<file path="config.mk">
export PLATFORM = sky130hd
export DESIGN_NAME = frt_timer
export DESIGN_NICKNAME = d
export VERILOG_FILES = /design/src/design/frt_pkg.sv /design/src/design/frt_timer.sv
export SDC_FILE = /design/constraint.sdc
export NUM_CORES = 1
export LEC_CHECK = 0
export BUFFER_PORTS_ARGS = -buffer_cell sky130_fd_sc_hd__buf_4
export CAP_MARGIN = 20
export CORE_MARGIN = 3
export CORE_UTILIZATION = 56
export DETAILED_ROUTE_END_ITERATION = 10
export GPL_ROUTABILITY_DRIVEN = 0
export PLACE_DENSITY = 0.81
export REMOVE_ABC_BUFFERS = 1
export SLEW_MARGIN = 30
export SYNTH_ARGS = -nofsm -noshare
export SYNTH_HDL_FRONTEND = slang
export SYNTH_SLANG_ARGS = --single-unit
</file>
<file path="constraint.sdc">
create_clock -name pclk -period 6.4 [get_ports pclk]
set_clock_uncertainty 0.1 [all_clocks]
set_input_delay 0.96 -clock pclk [delete_from_list [all_inputs] [get_ports pclk]]
set_output_delay 0.96 -clock pclk [all_outputs]
set_load 0.02 [all_outputs]
</file>
<file path="src/design/frt_pkg.sv">
// constants shared by the free-running and interval timer block
package frt_pkg;

	// ------------------------------------------------------------------
	// bus and register map
	// ------------------------------------------------------------------
	localparam int unsigned ADDR_W = 12;
	localparam int unsigned DATA_W = 32;
	// printed offsets are register indices; byte address is four times that
	localparam logic [7:0] IDX_FREE_LOW = 8'h20;
	localparam logic [7:0] IDX_FREE_HIGH = 8'h21;
	localparam logic [7:0] IDX_INT_CNT_LOW = 8'h26;
	localparam logic [7:0] IDX_INT_CNT_HIGH = 8'h27;
	localparam logic [7:0] IDX_INT_RLD_LOW = 8'h28;
	localparam logic [7:0] IDX_INT_RLD_HIGH = 8'h29;
	localparam logic [ADDR_W-1:0] ADDR_FREE_LOW = {2'h0, IDX_FREE_LOW, 2'h0};
	localparam logic [ADDR_W-1:0] ADDR_FREE_HIGH = {2'h0, IDX_FREE_HIGH, 2'h0};
	localparam logic [ADDR_W-1:0] ADDR_INT_CNT_LOW = {2'h0, IDX_INT_CNT_LOW, 2'h0};
	localparam logic [ADDR_W-1:0] ADDR_INT_CNT_HIGH = {2'h0, IDX_INT_CNT_HIGH, 2'h0};
	localparam logic [ADDR_W-1:0] ADDR_INT_RLD_LOW = {2'h0, IDX_INT_RLD_LOW, 2'h0};
	localparam logic [ADDR_W-1:0] ADDR_INT_RLD_HIGH = {2'h0, IDX_INT_RLD_HIGH, 2'h0};

	// ------------------------------------------------------------------
	// field layout and reset values
	// ------------------------------------------------------------------
	localparam int unsigned FREE_W = 16;
	localparam int unsigned INT_W = 12;
	localparam int unsigned NIB_W = 4;
	localparam logic [FREE_W-1:0] FREE_RST = 16'h0000;
	localparam logic [INT_W-1:0] INT_RST = 12'h000;
	localparam logic [7:0] BYTE_RST = 8'h00;
	localparam logic [NIB_W-1:0] NIB_RST = 4'h0;
	localparam logic [FREE_W-1:0] FREE_MAX = 16'hFFFF;
	localparam logic [INT_W-1:0] INT_TERM = 12'h000;
	// tick event when low 12 bits of the counter wrap to zero
	localparam logic [11:0] TICK_MASK_ZERO = 12'h000;

	// ------------------------------------------------------------------
	// timing
	// ------------------------------------------------------------------
	localparam int unsigned PCLK_MHZ = 25;
	localparam int unsigned TMR_CLK_MHZ = 4;
	localparam int unsigned TICK_US = 1024;
	localparam int unsigned TICK_COUNTS = TICK_US * TMR_CLK_MHZ;
	localparam int unsigned ACC_W = 5;
	localparam logic [ACC_W-1:0] ACC_STEP = ACC_W'(TMR_CLK_MHZ);
	localparam logic [ACC_W-1:0] ACC_MOD = ACC_W'(PCLK_MHZ);
	localparam logic [ACC_W-1:0] ACC_RST = 5'h00;

endpackage : frt_pkg

</file>
<file path="src/design/frt_timer.sv">
// free-running 16-bit counter and 12-bit interval timer with an apb slave
`timescale 1ns/1ps

module frt_timer (
	input wire logic pclk,
	input wire logic presetn,
	input wire logic psel,
	input wire logic penable,
	input wire logic pwrite,
	input wire logic [frt_pkg::ADDR_W-1:0] paddr,
	input wire logic [frt_pkg::DATA_W-1:0] pwdata,
	input wire logic [3:0] pstrb,
	output logic [frt_pkg::DATA_W-1:0] prdata,
	output logic pready,
	output logic pslverr,
	output logic tick_irq,
	output logic wrap_irq,
	output logic interval_irq
);

	// ------------------------------------------------------------------
	// declarations
	// ------------------------------------------------------------------
	logic [frt_pkg::ACC_W-1:0] acc_q;
	logic [frt_pkg::ACC_W-1:0] acc_d;
	logic tmr_en_q;
	logic [frt_pkg::FREE_W-1:0] free_q;
	logic [frt_pkg::FREE_W-1:0] free_inc;
	logic [7:0] free_hold_q;
	logic [7:0] load_low_q;
	logic [frt_pkg::INT_W-1:0] int_q;
	logic [frt_pkg::NIB_W-1:0] int_hold_q;
	logic [7:0] rld_low_q;
	logic [frt_pkg::NIB_W-1:0] rld_high_q;
	logic [frt_pkg::DATA_W-1:0] rdata_q;
	logic err_q;
	logic setup_rd;
	logic acc_wr;
	logic lane0;
	logic hit;
	logic [7:0] rd_byte;
	logic free_load;
	logic free_low_wr;
	logic rld_low_wr;
	logic rld_high_wr;
	logic free_low_rd;
	logic int_low_rd;
	logic ro_hit;

	// ------------------------------------------------------------------
	// bus phase decode
	// ------------------------------------------------------------------
	// side effects of reads happen in the setup cycle, writes at the access edge
	assign setup_rd = psel & ~penable & ~pwrite;
	assign acc_wr = psel & penable & pwrite & ~err_q;
	assign lane0 = pstrb[0];
	assign pready = 1'b1;
	assign pslverr = psel & penable & err_q;
	assign prdata = rdata_q;

	// ------------------------------------------------------------------
	// register strobes
	// ------------------------------------------------------------------
	// writes need byte lane 0; a write with lane 0 off is dropped silently
	assign free_load = acc_wr & lane0 & (paddr == frt_pkg::ADDR_FREE_HIGH);
	assign free_low_wr = acc_wr & lane0 & (paddr == frt_pkg::ADDR_FREE_LOW);
	assign rld_low_wr = acc_wr & lane0 & (paddr == frt_pkg::ADDR_INT_RLD_LOW);
	assign rld_high_wr = acc_wr & lane0 & (paddr == frt_pkg::ADDR_INT_RLD_HIGH);
	// snapshots ride on the setup cycle of a read, the cycle prdata latches
	assign free_low_rd = setup_rd & (paddr == frt_pkg::ADDR_FREE_LOW);
	assign int_low_rd = setup_rd & (paddr == frt_pkg::ADDR_INT_CNT_LOW);
	// the interval count registers are read-only
	assign ro_hit = (paddr == frt_pkg::ADDR_INT_CNT_LOW)
		| (paddr == frt_pkg::ADDR_INT_CNT_HIGH);

	// ------------------------------------------------------------------
	// timer-rate enable
	// ------------------------------------------------------------------
	// fractional divider: 4 enables per 25 pclk cycles gives exactly 4 MHz,
	// with a jitter of one pclk period on each edge
	always_comb
	begin
		acc_d = frt_pkg::ACC_W'(acc_q + frt_pkg::ACC_STEP);
		if (acc_d >= frt_pkg::ACC_MOD)
		begin
			acc_d = frt_pkg::ACC_W'(acc_d - frt_pkg::ACC_MOD);
		end
	end

	// enable pulse when the accumulator wraps
	always_ff @(posedge pclk or negedge presetn)
	begin
		if (!presetn)
		begin
			acc_q <= frt_pkg::ACC_RST;
			tmr_en_q <= 1'b0;
		end
		else
		begin
			acc_q <= acc_d;
			tmr_en_q <= (frt_pkg::ACC_W'(acc_q + frt_pkg::ACC_STEP) >= frt_pkg::ACC_MOD);
		end
	end

	// ------------------------------------------------------------------
	// free-running counter
	// ------------------------------------------------------------------
	assign free_inc = frt_pkg::FREE_W'(free_q + 16'h0001);

	// a load wins over a count in the same cycle; the bus only reaches the
	// counter on pclk edges, so no crossing is needed
	always_ff @(posedge pclk or negedge presetn)
	begin
		if (!presetn)
		begin
			free_q <= frt_pkg::FREE_RST;
		end
		else if (free_load)
		begin
			free_q <= {pwdata[7:0], load_low_q};
		end
		else if (tmr_en_q)
		begin
			free_q <= free_inc;
		end
	end

	// low byte of a load waits here until the high byte arrives
	always_ff @(posedge pclk or negedge presetn)
	begin
		if (!presetn)
		begin
			load_low_q <= frt_pkg::BYTE_RST;
		end
		else if (free_low_wr)
		begin
			load_low_q <= pwdata[7:0];
		end
	end

	// high byte snapshot taken with the low byte read
	always_ff @(posedge pclk or negedge presetn)
	begin
		if (!presetn)
		begin
			free_hold_q <= frt_pkg::BYTE_RST;
		end
		else if (free_low_rd)
		begin
			free_hold_q <= free_q[15:8];
		end
	end

	// ------------------------------------------------------------------
	// tick and wrap requests
	// ------------------------------------------------------------------
	// one-cycle pulses; a load beats the count, so the cycle of a load
	// never raises a request (same condition as the load itself)
	always_ff @(posedge pclk or negedge presetn)
	begin
		if (!presetn)
		begin
			tick_irq <= 1'b0;
		end
		else
		begin
			tick_irq <= tmr_en_q && !free_load
				&& free_inc[11:0] == frt_pkg::TICK_MASK_ZERO;
		end
	end

	// wrap always coincides with a tick, since the low 12 bits wrap too
	always_ff @(posedge pclk or negedge presetn)
	begin
		if (!presetn)
		begin
			wrap_irq <= 1'b0;
		end
		else
		begin
			wrap_irq <= tmr_en_q && !free_load
				&& free_q == frt_pkg::FREE_MAX;
		end
	end

	// ------------------------------------------------------------------
	// interval timer
	// ------------------------------------------------------------------
	// down counter; at zero it reloads and raises its request
	always_ff @(posedge pclk or negedge presetn)
	begin
		if (!presetn)
		begin
			int_q <= frt_pkg::INT_RST;
			interval_irq <= 1'b0;
		end
		else
		begin
			interval_irq <= 1'b0;
			if (tmr_en_q)
			begin
				if (int_q == frt_pkg::INT_TERM)
				begin
					int_q <= {rld_high_q, rld_low_q};
					interval_irq <= 1'b1;
				end
				else
				begin
					int_q <= frt_pkg::INT_W'(int_q - 12'h001);
				end
			end
		end
	end

	// upper nibble snapshot with the interval low byte read
	always_ff @(posedge pclk or negedge presetn)
	begin
		if (!presetn)
		begin
			int_hold_q <= frt_pkg::NIB_RST;
		end
		else if (int_low_rd)
		begin
			int_hold_q <= int_q[11:8];
		end
	end

	// reload low byte; takes effect at the next terminal count
	always_ff @(posedge pclk or negedge presetn)
	begin
		if (!presetn)
		begin
			rld_low_q <= frt_pkg::BYTE_RST;
		end
		else if (rld_low_wr)
		begin
			rld_low_q <= pwdata[7:0];
		end
	end

	// reload upper nibble; bits 7:4 of the write are dropped
	always_ff @(posedge pclk or negedge presetn)
	begin
		if (!presetn)
		begin
			rld_high_q <= frt_pkg::NIB_RST;
		end
		else if (rld_high_wr)
		begin
			rld_high_q <= pwdata[3:0];
		end
	end

	// ------------------------------------------------------------------
	// read mux
	// ------------------------------------------------------------------
	always_comb
	begin
		hit = 1'b1;
		rd_byte = frt_pkg::BYTE_RST;
		unique case (paddr)
			frt_pkg::ADDR_FREE_LOW: rd_byte = free_q[7:0];
			frt_pkg::ADDR_FREE_HIGH: rd_byte = free_hold_q;
			frt_pkg::ADDR_INT_CNT_LOW: rd_byte = int_q[7:0];
			frt_pkg::ADDR_INT_CNT_HIGH: rd_byte = {4'h0, int_hold_q};
			frt_pkg::ADDR_INT_RLD_LOW: rd_byte = rld_low_q;
			frt_pkg::ADDR_INT_RLD_HIGH: rd_byte = {4'h0, rld_high_q};
			default: hit = 1'b0;
		endcase
	end

	// read data latched in setup and held until the next setup cycle
	always_ff @(posedge pclk or negedge presetn)
	begin
		if (!presetn)
		begin
			rdata_q <= 32'h00000000;
		end
		else if (psel && !penable)
		begin
			rdata_q <= pwrite ? 32'h00000000 : {24'h000000, rd_byte};
		end
	end

	// error flag latched in setup; a write to the read-only interval count
	// is refused, so a stray store cannot disturb the running timer
	always_ff @(posedge pclk or negedge presetn)
	begin
		if (!presetn)
		begin
			err_q <= 1'b0;
		end
		else if (psel && !penable)
		begin
			err_q <= !hit || (pwrite && ro_hit);
		end
	end

endmodule : frt_timer

</file>
==> results of run 1 <==
[cell type report]
cell class | count | area, sq um | area share, %
clock buffer | 12 | 145 | 3.06
sequential | 78 | 1950 | 41.2
tap | 99 | 124 | 2.61
clock inverter | 4 | 70.1 | 1.48
multi-input combinational | 313 | 2120 | 44.8
inverter | 11 | 41.3 | 0.872
timing repair buffer | 37 | 282 | 5.94
[critical path: cells and delay by family]
kind,cells,cell delay (ns)
simple gates,4,1.60
mux,1,0.34
buf+inv,1,0.10
[cell usage after synthesis (7+ instances only)]
master / number
buf_4: 25
nand3_1: 10
dfrtp_1: 78
ha_1: 8
mux2i_1: 14
nor2_1: 40
nor3_1: 7
xnor2_1: 13
nand2_1: 32
a21oi_1: 30
inv_1: 11
o21ai_0: 15
clkbuf_1: 19
mux2_4: 8
xor2_1: 9
mux2_2: 25
nand4_1: 7
[metal layers]
layer / vias up / GRT usage, % / wire length [microns]
met5: - / 0 / 0
li1: 1507 / - / -
met4: 0 / 8.06 / 142
met3: 13 / 4.75 / 574
met1: 1547 / 29.5 / 4030
met2: 106 / 33.7 / 4300
[flip-flops by register name (all words and copies together) (netlist names)]
| signal | flops |
|---|---|
| int_hold_q | 4 |
| tick_irq | 1 |
| wrap_irq | 1 |
| prdata | 8 |
| free_q | 16 |
| int_q | 12 |
| err_q | 1 |
| rld_low_q | 8 |
| tmr_en_q | 1 |
| rld_high_q | 4 |
| acc_q | 5 |
| load_low_q | 8 |
| free_hold_q | 8 |
| interval_irq | 1 |
[power breakdown]
part	total [mW]	leakage [nW]	switching (mW)	internal, mW
clock	0.403	0.110	0.173	0.229
sequential	0.587	1.04	0.0566	0.530
combinational	0.171	1.15	0.104	0.0667
[worst paths after layout]
check | endpoint | slack [ns]
worst max register to register | int_q[5]$_DFFE_PN0P_ | 3.71
min in group asynchronous | free_q[7]$_DFFE_PN0P_ | 0.53
worst min-delay path | err_q$_DFFE_PN0P_ | 0.40
worst min register to register | err_q$_DFFE_PN0P_ | 0.40
worst max-delay path | rld_low_q[4]$_DFFE_PN0P_ | 3.54
max in group asynchronous | free_q[10]$_DFFE_PN0P_ | 5.19
[per-stage QoR]
step                setup slack, ns  total power, mW  cells  hold WS (ns)
finish                         3.54             1.16    554         0.400
global route                   3.42             1.21    554         0.419
CTS                            3.52             1.17    554         0.406
detailed placement             3.19            0.763    538         0.389
global placement               2.97            0.748    538         0.366
floorplan                      3.44            0.695    402         0.355
[cell families after synthesis]
group           Yosys count  share of synthesized area (%)
other cells               2                          0.175
compound gates           79                           11.6
mux                      47                           12.6
flops                    78                           45.4
fa+ha+maj                 8                           2.33
xor+xnor                 22                           4.48
buf+inv                  59                           7.54
simple gates            132                           15.9
==> impl_metrics.env, run 1 <==
export IMPL_outcome="completed"
export IMPL_insertedDiodeCount=0
export IMPL_start_util_pct=58.4
export IMPL_grt_pass1_wl_microns=14500
export IMPL_boundaryPins=90
export IMPL_slew_violations=0
export IMPL_worstSetupPathType="in2reg"
export IMPL_routed_wl_microns=9050
export IMPL_rsz0062_at_grt="false"
export IMPL_synthFlopType="dfrtp_1"
export IMPL_hold_path_class="reg2reg"
export IMPL_max_slew_margin_pct=41.0
export IMPL_finalHoldViolations=0
export IMPL_critical_path_slowest_cell="or4b_1"
export IMPL_place_area_sq_mm=0.00451
export IMPL_required_ns=6.54
export IMPL_finalInstanceArea_sq_mm=0.00474
export IMPL_avgSynthCellArea_sq_um=10.1
export IMPL_synth_edf_count=0
export IMPL_grt_usage_pct=21.6
export IMPL_synthDistinctLibCells=60
export IMPL_final_common_cell="dfrtp_1"
export IMPL_vias=3173
export IMPL_ys_top_cells_by_area="dfrtp_1, mux2_2, buf_4"
export IMPL_leakage_nw=2.30
export IMPL_setup_tns_ns=0
export IMPL_core_area_sq_mm=0.00737
export IMPL_final_period_utilization_pct=44.7
export IMPL_synth_area_sq_mm=0.00430
export IMPL_grt_start_max_net_pins=79
export IMPL_cp_end_kind="register"
export IMPL_final_cell_mix="dfrtp_1, nor2_1, buf_4, nand2_1, a21oi_1"
export IMPL_synthArstFlopShare_pct=100
export IMPL_r2r_start="int_q[0]$_DFFE_PN0P_"
export IMPL_syn_inst=427
export IMPL_cts_tree="built"
export IMPL_die_height_microns=93.6
export IMPL_syn_to_final_growth_pct=10.2
export IMPL_antenna_found_initial=0
export IMPL_worstSetupStartpointType="input port"
export IMPL_fmax_ghz=0.349
export IMPL_ys_warn_count=0
export IMPL_cp_max_fo=8
export IMPL_cts_max_level=3
export IMPL_clkTransAtPathRegs_ns=0.07
export IMPL_r2r_cells=6
export IMPL_ir_drop_mv=0.141
export IMPL_power_per_cell_area_mw_per_mm2=245
export IMPL_post_cts_buffers=0
export IMPL_seq_area_frac_synth_pct=45.4
export IMPL_clockBufferDepth=2
export IMPL_grt_ovfl_total=0
export IMPL_dieArea_sq_mm=0.00877
export IMPL_ys_seq_elements=78
export IMPL_drc=0
export IMPL_min_path_cells=1
export IMPL_clk_latency_ns=0.36
export IMPL_worst_pin_slew_ns=0.883
export IMPL_final_util_pct=64.3
export IMPL_fillCellCount=598
export IMPL_synth_top_area_share_pct=45.4
export IMPL_tritoncts_num_buffers=9
export IMPL_ant_nets=0
export IMPL_rows=31
export IMPL_dp_hpwl_microns=6500
export IMPL_hp_start="err_q$_DFFE_PN0P_"
export IMPL_cap_violations=0
export IMPL_cts_repair_resized=0
export IMPL_port_buffers=37
export IMPL_yosys_area_top_type="dfrtp_1"
export IMPL_finalSetupViolations=0
export IMPL_crit_path_start="paddr[1]"
export IMPL_grt_pass1_vias=2989
export IMPL_nNetsFinal=511
export IMPL_cts_sinks=78
export IMPL_path_cells="buf_4, or4b_1, or2_1, nor4_4, nand3b_2, mux2_2"
export IMPL_worst_ep_arrival_time_ns=3.00
export IMPL_holdBufCountCts=0
export IMPL_cts_root_buffer="clkbuf_8"
export IMPL_first_pass_iters=4
export IMPL_wl_per_cell_microns=16.3
export IMPL_fp_dieW_microns=93.6
export IMPL_via_per_inst=5.73
export IMPL_period_needed_ns=2.86
export IMPL_critPathMaxStageDelay_ns=0.54
export IMPL_drive_gt1_share_pct=20.9
export IMPL_drt_initial_drc_count=299
(Power assumes the default switching activity.)
==> run 2: changes to the inputs <==
--- a/config.mk
+++ b/config.mk
@@ -8,10 +8,10 @@
 export BUFFER_PORTS_ARGS = -buffer_cell sky130_fd_sc_hd__buf_4
 export CAP_MARGIN = 20
 export CORE_MARGIN = 3
-export CORE_UTILIZATION = 56
+export CORE_UTILIZATION = 55
 export DETAILED_ROUTE_END_ITERATION = 10
 export GPL_ROUTABILITY_DRIVEN = 0
-export PLACE_DENSITY = 0.81
+export PLACE_DENSITY = 0.8
 export REMOVE_ABC_BUFFERS = 1
 export SLEW_MARGIN = 30
 export SYNTH_ARGS = -nofsm -noshare
==> constraint.sdc (replaced) <==
create_clock -name pclk -period 2.7 [get_ports pclk]
set_clock_uncertainty 0.1 [all_clocks]
set_input_delay 0.405 -clock pclk [delete_from_list [all_inputs] [get_ports pclk]]
set_output_delay 0.405 -clock pclk [all_outputs]
set_load 0.02 [all_outputs]
==> run 2 against run 1 <==
  * The flow now finishes with violations (hold timing)
  * Critical path depth up 1
  * Power up 140%
  * Sequential share of layout area down 0.68 points
  * Global-route usage up 0.23 points
  * Clock power up 150%
  * Utilization up 0.74 points
  * Design area up 1.7%
  * Routed wire length up 2.6%
  * Die area up 1.7%
  * First-iteration DRC count up 0.67%
  * Sequential cell count unchanged
  * Critical path type is now reg2reg
  * Largest cell class unchanged
  * Largest power group unchanged
  * Highest routed layer unchanged
==> impl_metrics.env, run 2 (same netlist as run 1, synthesis figures left out) <==
export IMPL_setup_tns_ns=0
export IMPL_nNetsFinal=521
export IMPL_cts_sinks=78
export IMPL_tritoncts_num_buffers=9
export IMPL_max_slew_margin_pct=52.9
export IMPL_outcome="complete, but fails checks"
export IMPL_routed_wl_microns=9290
export IMPL_post_cts_buffers=0
export IMPL_reg_top3="free_q: 16 flops, int_q: 12 flops"
export IMPL_holdBufCountCts=0
export IMPL_clkTransAtPathRegs_ns=0.08
export IMPL_start_util_pct=58.0
export IMPL_r2r_setup_slack_ns=0.37
export IMPL_holdWs_ns=-0.0274
export IMPL_grt_start_max_net_pins=79
export IMPL_worstSetupPathType="reg2reg"
export IMPL_worst_pin_slew_ns=0.706
export IMPL_drt_initial_drc_count=301
export IMPL_die_height_microns=94.4
export IMPL_fmax_ghz=0.429
export IMPL_grt_pass1_wl_microns=14900
export IMPL_clockBufferDepth=2
export IMPL_core_area_sq_mm=0.00741
export IMPL_ir_drop_mv=0.427
export IMPL_boundaryPins=90
export IMPL_preCtsSetupSlack_ns=0.0815
export IMPL_finalHoldViolations=23
export IMPL_final_period_utilization_pct=86.4
export IMPL_cp_end_kind="register"
export IMPL_cp_max_fo=7
export IMPL_finalSetupViolations=0
export IMPL_clk_latency_ns=0.35
export IMPL_insertedDiodeCount=0
export IMPL_ant_nets=0
export IMPL_cts_max_level=3
export IMPL_rows=31
export IMPL_cp_num_buf_inv=2
export IMPL_critPathMaxStageDelay_ns=0.54
export IMPL_grt_ovfl_total=0
export IMPL_fin_ws_ns=0.368
export IMPL_drc=0
export IMPL_fillCellCount=590
export IMPL_cpLargestDelayFamily="simple AND/OR/NAND/NOR gates"
export IMPL_drive_gt1_share_pct=22.6
export IMPL_port_buffers=37
export IMPL_vias=3205
export IMPL_path_cells="inv_1, ha_1, or3b_2, nand4b_1, buf_4, o211ai_1, o21ai_0"
export IMPL_grt_usage_pct=21.8
export IMPL_final_common_cell="dfrtp_1"
export IMPL_first_pass_iters=5
export IMPL_wl_per_cell_microns=16.5
export IMPL_leakage_nw=2.35
export IMPL_slew_violations=0
export IMPL_cts_tree="built"
export IMPL_worst_ep_arrival_time_ns=2.46
export IMPL_cap_violations=0
export IMPL_dp_hpwl_microns=6730
export IMPL_largest_register_ffs=16
export IMPL_period_needed_ns=2.33
export IMPL_violations="hold timing"
export IMPL_final_cell_mix="dfrtp_1, buf_4, nor2_1, nand2_1, a21oi_1"
export IMPL_cts_repair_resized=0
export IMPL_critical_path_slowest_cell="or3b_2"
export IMPL_antenna_found_initial=0
export IMPL_cts_root_buffer="clkbuf_8"
export IMPL_rsz0062_at_grt="false"
export IMPL_power_per_cell_area_mw_per_mm2=580
export IMPL_dieArea_sq_mm=0.00892
export IMPL_worstSetupStartpointType="register"
export IMPL_top_register="free_q"
export IMPL_fp_dieW_microns=94.4
export IMPL_required_ns=2.83
export IMPL_grt_pass1_vias=3026
export IMPL_syn_to_final_growth_pct=12.0
export IMPL_hold_path_class="in2async"
export IMPL_via_per_inst=5.68
run 2: per-stage QoR:
| step | hold WS, ns | instances | util, % | power (mW) | area [sq um] |
|---|---|---|---|---|---|
| after floorplan | 0.00941 | 402 | - | 1.65 | 4100 |
| after detailed placement | 0.379 | 548 | 61.8 | 1.81 | 4580 |
| after CTS | 0.144 | 564 | 65.0 | 2.80 | 4810 |
| final | -0.0274 | 564 | 65.0 | 2.79 | 4820 |
| after global placement | 0.370 | 548 | 61.8 | 1.79 | 4580 |
| after global routing | 0.0314 | 564 | 65.0 | 2.93 | 4820 |
run 2: area by class of cell:
type / count / area, sq um / share of cell area (%)
Multi-Input combinational cell: 313 / 2110 / 43.8
Sequential cell: 78 / 1950 / 40.5
Timing Repair Buffer: 47 / 357 / 7.40
Clock buffer: 11 / 151 / 3.14
Tap cell: 99 / 124 / 2.57
Clock inverter: 5 / 81.3 / 1.69
Inverter: 11 / 41.3 / 0.857
run 2: power breakdown:
part,internal (mW),total [mW],switching (mW)
Clock,0.571,0.996,0.425
Sequential,1.26,1.39,0.132
Combinational,0.167,0.408,0.241
Total,2.00,2.79,0.798
run 2: worst paths after layout:
path                                                  end  depth (start not counted)            startpoint
min in group pclk                rld_low_q[7]$_DFFE_PN0P_                          2             pwdata[7]
max in group asynchronous       load_low_q[3]$_DFFE_PN0P_                          1               presetn
worst max register to register       int_q[1]$_DFFE_PN0P_                          7  int_q[0]$_DFFE_PN0P_
worst min register to register          err_q$_DFFE_PN0P_                          1     err_q$_DFFE_PN0P_
worst max-delay path                 int_q[1]$_DFFE_PN0P_                          7  int_q[0]$_DFFE_PN0P_
worst min-delay path            load_low_q[6]$_DFFE_PN0P_                          1               presetn
run 2: worst reg2reg max path: stages (launching register included):
cell,delay [ns]
dfrtp_1,0.41
inv_1,0.12
ha_1,0.15
or3b_2,0.54
nand4b_1,0.36
buf_4,0.27
o211ai_1,0.16
o21ai_0,0.10
run 2: per-layer routing:
layer | routed length [microns] | GRT usage (%) | vias to the layer above
met2 | 4360 | 34.3 | 95
met1 | 4290 | 30.7 | 1568
li1 | - | - | 1530
met3 | 528 | 2.95 | 12
met5 | 0 | 0 | -
met4 | 118 | 8.42 | 0
==> run 3: changes to the inputs <==
--- a/config.mk
+++ b/config.mk
@@ -8,10 +8,11 @@
 export BUFFER_PORTS_ARGS = -buffer_cell sky130_fd_sc_hd__buf_4
 export CAP_MARGIN = 20
 export CORE_MARGIN = 3
-export CORE_UTILIZATION = 55
+export CORE_UTILIZATION = 56
+export CTS_BUF_LIST = sky130_fd_sc_hd__clkbuf_8
 export DETAILED_ROUTE_END_ITERATION = 10
 export GPL_ROUTABILITY_DRIVEN = 0
-export PLACE_DENSITY = 0.8
+export PLACE_DENSITY = 0.81
 export REMOVE_ABC_BUFFERS = 1
 export SLEW_MARGIN = 30
 export SYNTH_ARGS = -nofsm -noshare
==> run 3 against run 2 <==
  * Highest routed layer unchanged
  * Sequential cell count unchanged
  * Via count up 2.2%
  * Sequential power is essentially flat
  * Register-to-register slack got worse by 0.07 ns
  * The run still ends with hold timing left
==> impl_metrics.env, run 3 (same netlist as run 1, synthesis figures left out) <==
export IMPL_cts_tree="built"
export IMPL_dp_hpwl_microns=6600
export IMPL_dieArea_sq_mm=0.00877
export IMPL_largest_register_ffs=16
export IMPL_power_mw=2.83
export IMPL_reg_top3="free_q: 16 flops, int_q: 12 flops"
export IMPL_rsz0062_at_grt="false"
export IMPL_worstSetupStartpointType="register"
export IMPL_leakage_nw=2.36
export IMPL_r2r_cells=7
export IMPL_first_pass_iters=6
export IMPL_grt_usage_pct=22.5
export IMPL_grt_start_max_net_pins=79
export IMPL_final_cell_mix="dfrtp_1, buf_4, nor2_1, nand2_1, a21oi_1"
export IMPL_grt_ovfl_total=0
export IMPL_period_needed_ns=2.40
export IMPL_cp_max_fo=7
export IMPL_ant_nets=0
export IMPL_rows=31
export IMPL_grt_pass1_vias=3175
export IMPL_hold_path_class="in2async"
export IMPL_wl_met3_microns=608
export IMPL_drive_gt1_share_pct=22.6
export IMPL_cap_violations=0
export IMPL_max_slew_margin_pct=54.6
export IMPL_worst_pin_slew_ns=0.681
export IMPL_cts_max_level=3
export IMPL_worst_ep_arrival_time_ns=2.53
export IMPL_met2_length_microns=4240
export IMPL_fp_dieW_microns=93.6
export IMPL_top_register="free_q"
export IMPL_clkTransAtPathRegs_ns=0.08
export IMPL_required_ns=2.83
export IMPL_cts_repair_resized=0
export IMPL_drc=0
export IMPL_nNetsFinal=521
export IMPL_ir_drop_mv=0.326
export IMPL_wl_per_cell_microns=16.4
export IMPL_clk_latency_ns=0.35
export IMPL_drt_initial_drc_count=245
export IMPL_port_buffers=37
export IMPL_holdBufCountCts=0
export IMPL_fmax_ghz=0.417
export IMPL_power_per_cell_area_mw_per_mm2=587
export IMPL_setup_tns_ns=0
export IMPL_die_height_microns=93.6
export IMPL_violations="hold timing"
export IMPL_fillCellCount=589
export IMPL_via_per_inst=5.80
export IMPL_insertedDiodeCount=0
export IMPL_routed_wl_microns=9240
export IMPL_clockBufferDepth=2
export IMPL_final_common_cell="dfrtp_1"
export IMPL_grt_pass1_wl_microns=15200
export IMPL_final_period_utilization_pct=88.9
export IMPL_vias=3274
export IMPL_cts_root_buffer="clkbuf_8"
export IMPL_routedLengthMet1_microns=4100
export IMPL_core_area_sq_mm=0.00737
export IMPL_cts_sinks=78
export IMPL_boundaryPins=90
export IMPL_finalSetupViolations=0
export IMPL_finalHoldViolations=63
export IMPL_antenna_found_initial=0
export IMPL_outcome="complete, but fails checks"
export IMPL_start_util_pct=58.4
export IMPL_cp_end_kind="register"
export IMPL_slew_violations=0
export IMPL_post_cts_buffers=0
export IMPL_holdWs_ns=-0.0389
export IMPL_top_layer="met4"
export IMPL_worstSetupPathType="reg2reg"
export IMPL_tritoncts_num_buffers=9
export IMPL_syn_to_final_growth_pct=12.1
run 3: power breakdown:
| part | switching (mW) | internal [mW] |
|---|---|---|
| Combinational | 0.242 | 0.168 |
| Sequential | 0.131 | 1.26 |
| Clock | 0.424 | 0.609 |
run 3: cell type report:
type / count / area [sq um] / area share, %
Clock buffer: 9 / 124 / 2.57
Clock inverter: 7 / 113 / 2.34
Inverter: 11 / 41.3 / 0.856
Multi-Input combinational cell: 313 / 2110 / 43.8
Sequential cell: 78 / 1950 / 40.5
Tap cell: 99 / 124 / 2.57
Timing Repair Buffer: 47 / 357 / 7.40
run 3: metal layers:
metal,global-route usage [%],up-vias
li1,-,1522
met4,11.9,0
met3,3.62,24
met1,30.4,1582
met2,34.8,146
met5,0,-
run 3: stage by stage:
step	hold WS [ns]	utilization (%)	worst slack (ns)	cells	instance area (sq um)
5_1_grt	0.0134	65.4	0.136	564	4820
4_1_cts	0.135	65.4	0.323	564	4820
6_report	-0.0389	65.4	0.300	564	4820
2_1_floorplan	0.00941	-	0.297	402	4100
3_5_place_dp	0.396	62.2	0.104	548	4580
3_3_place_gp	0.371	62.2	0.125	548	4580
run 3: worst max-delay path, stage by stage, from the launching register on:
cell	delay (ns)
dfrtp_1	0.42
inv_1	0.14
ha_1	0.15
or3b_2	0.53
nand4b_1	0.37
buf_4	0.28
a31oi_1	0.18
o21ai_0	0.10
run 3: path summary, 6_finish.rpt:
kind | to | slack (ns) | start
worst min register to register | load_low_q[3]$_DFFE_PN0P_ | 0.41 | load_low_q[3]$_DFFE_PN0P_
worst max register to register | int_q[0]$_DFFE_PN0P_ | 0.30 | int_q[0]$_DFFE_PN0P_
max in group asynchronous | rld_low_q[1]$_DFFE_PN0P_ | 2.07 | presetn
worst max-delay path | int_q[0]$_DFFE_PN0P_ | 0.30 | int_q[0]$_DFFE_PN0P_
min in group pclk | load_low_q[7]$_DFFE_PN0P_ | 0.20 | pwdata[7]
worst min-delay path | load_low_q[6]$_DFFE_PN0P_ | -0.04 | presetn
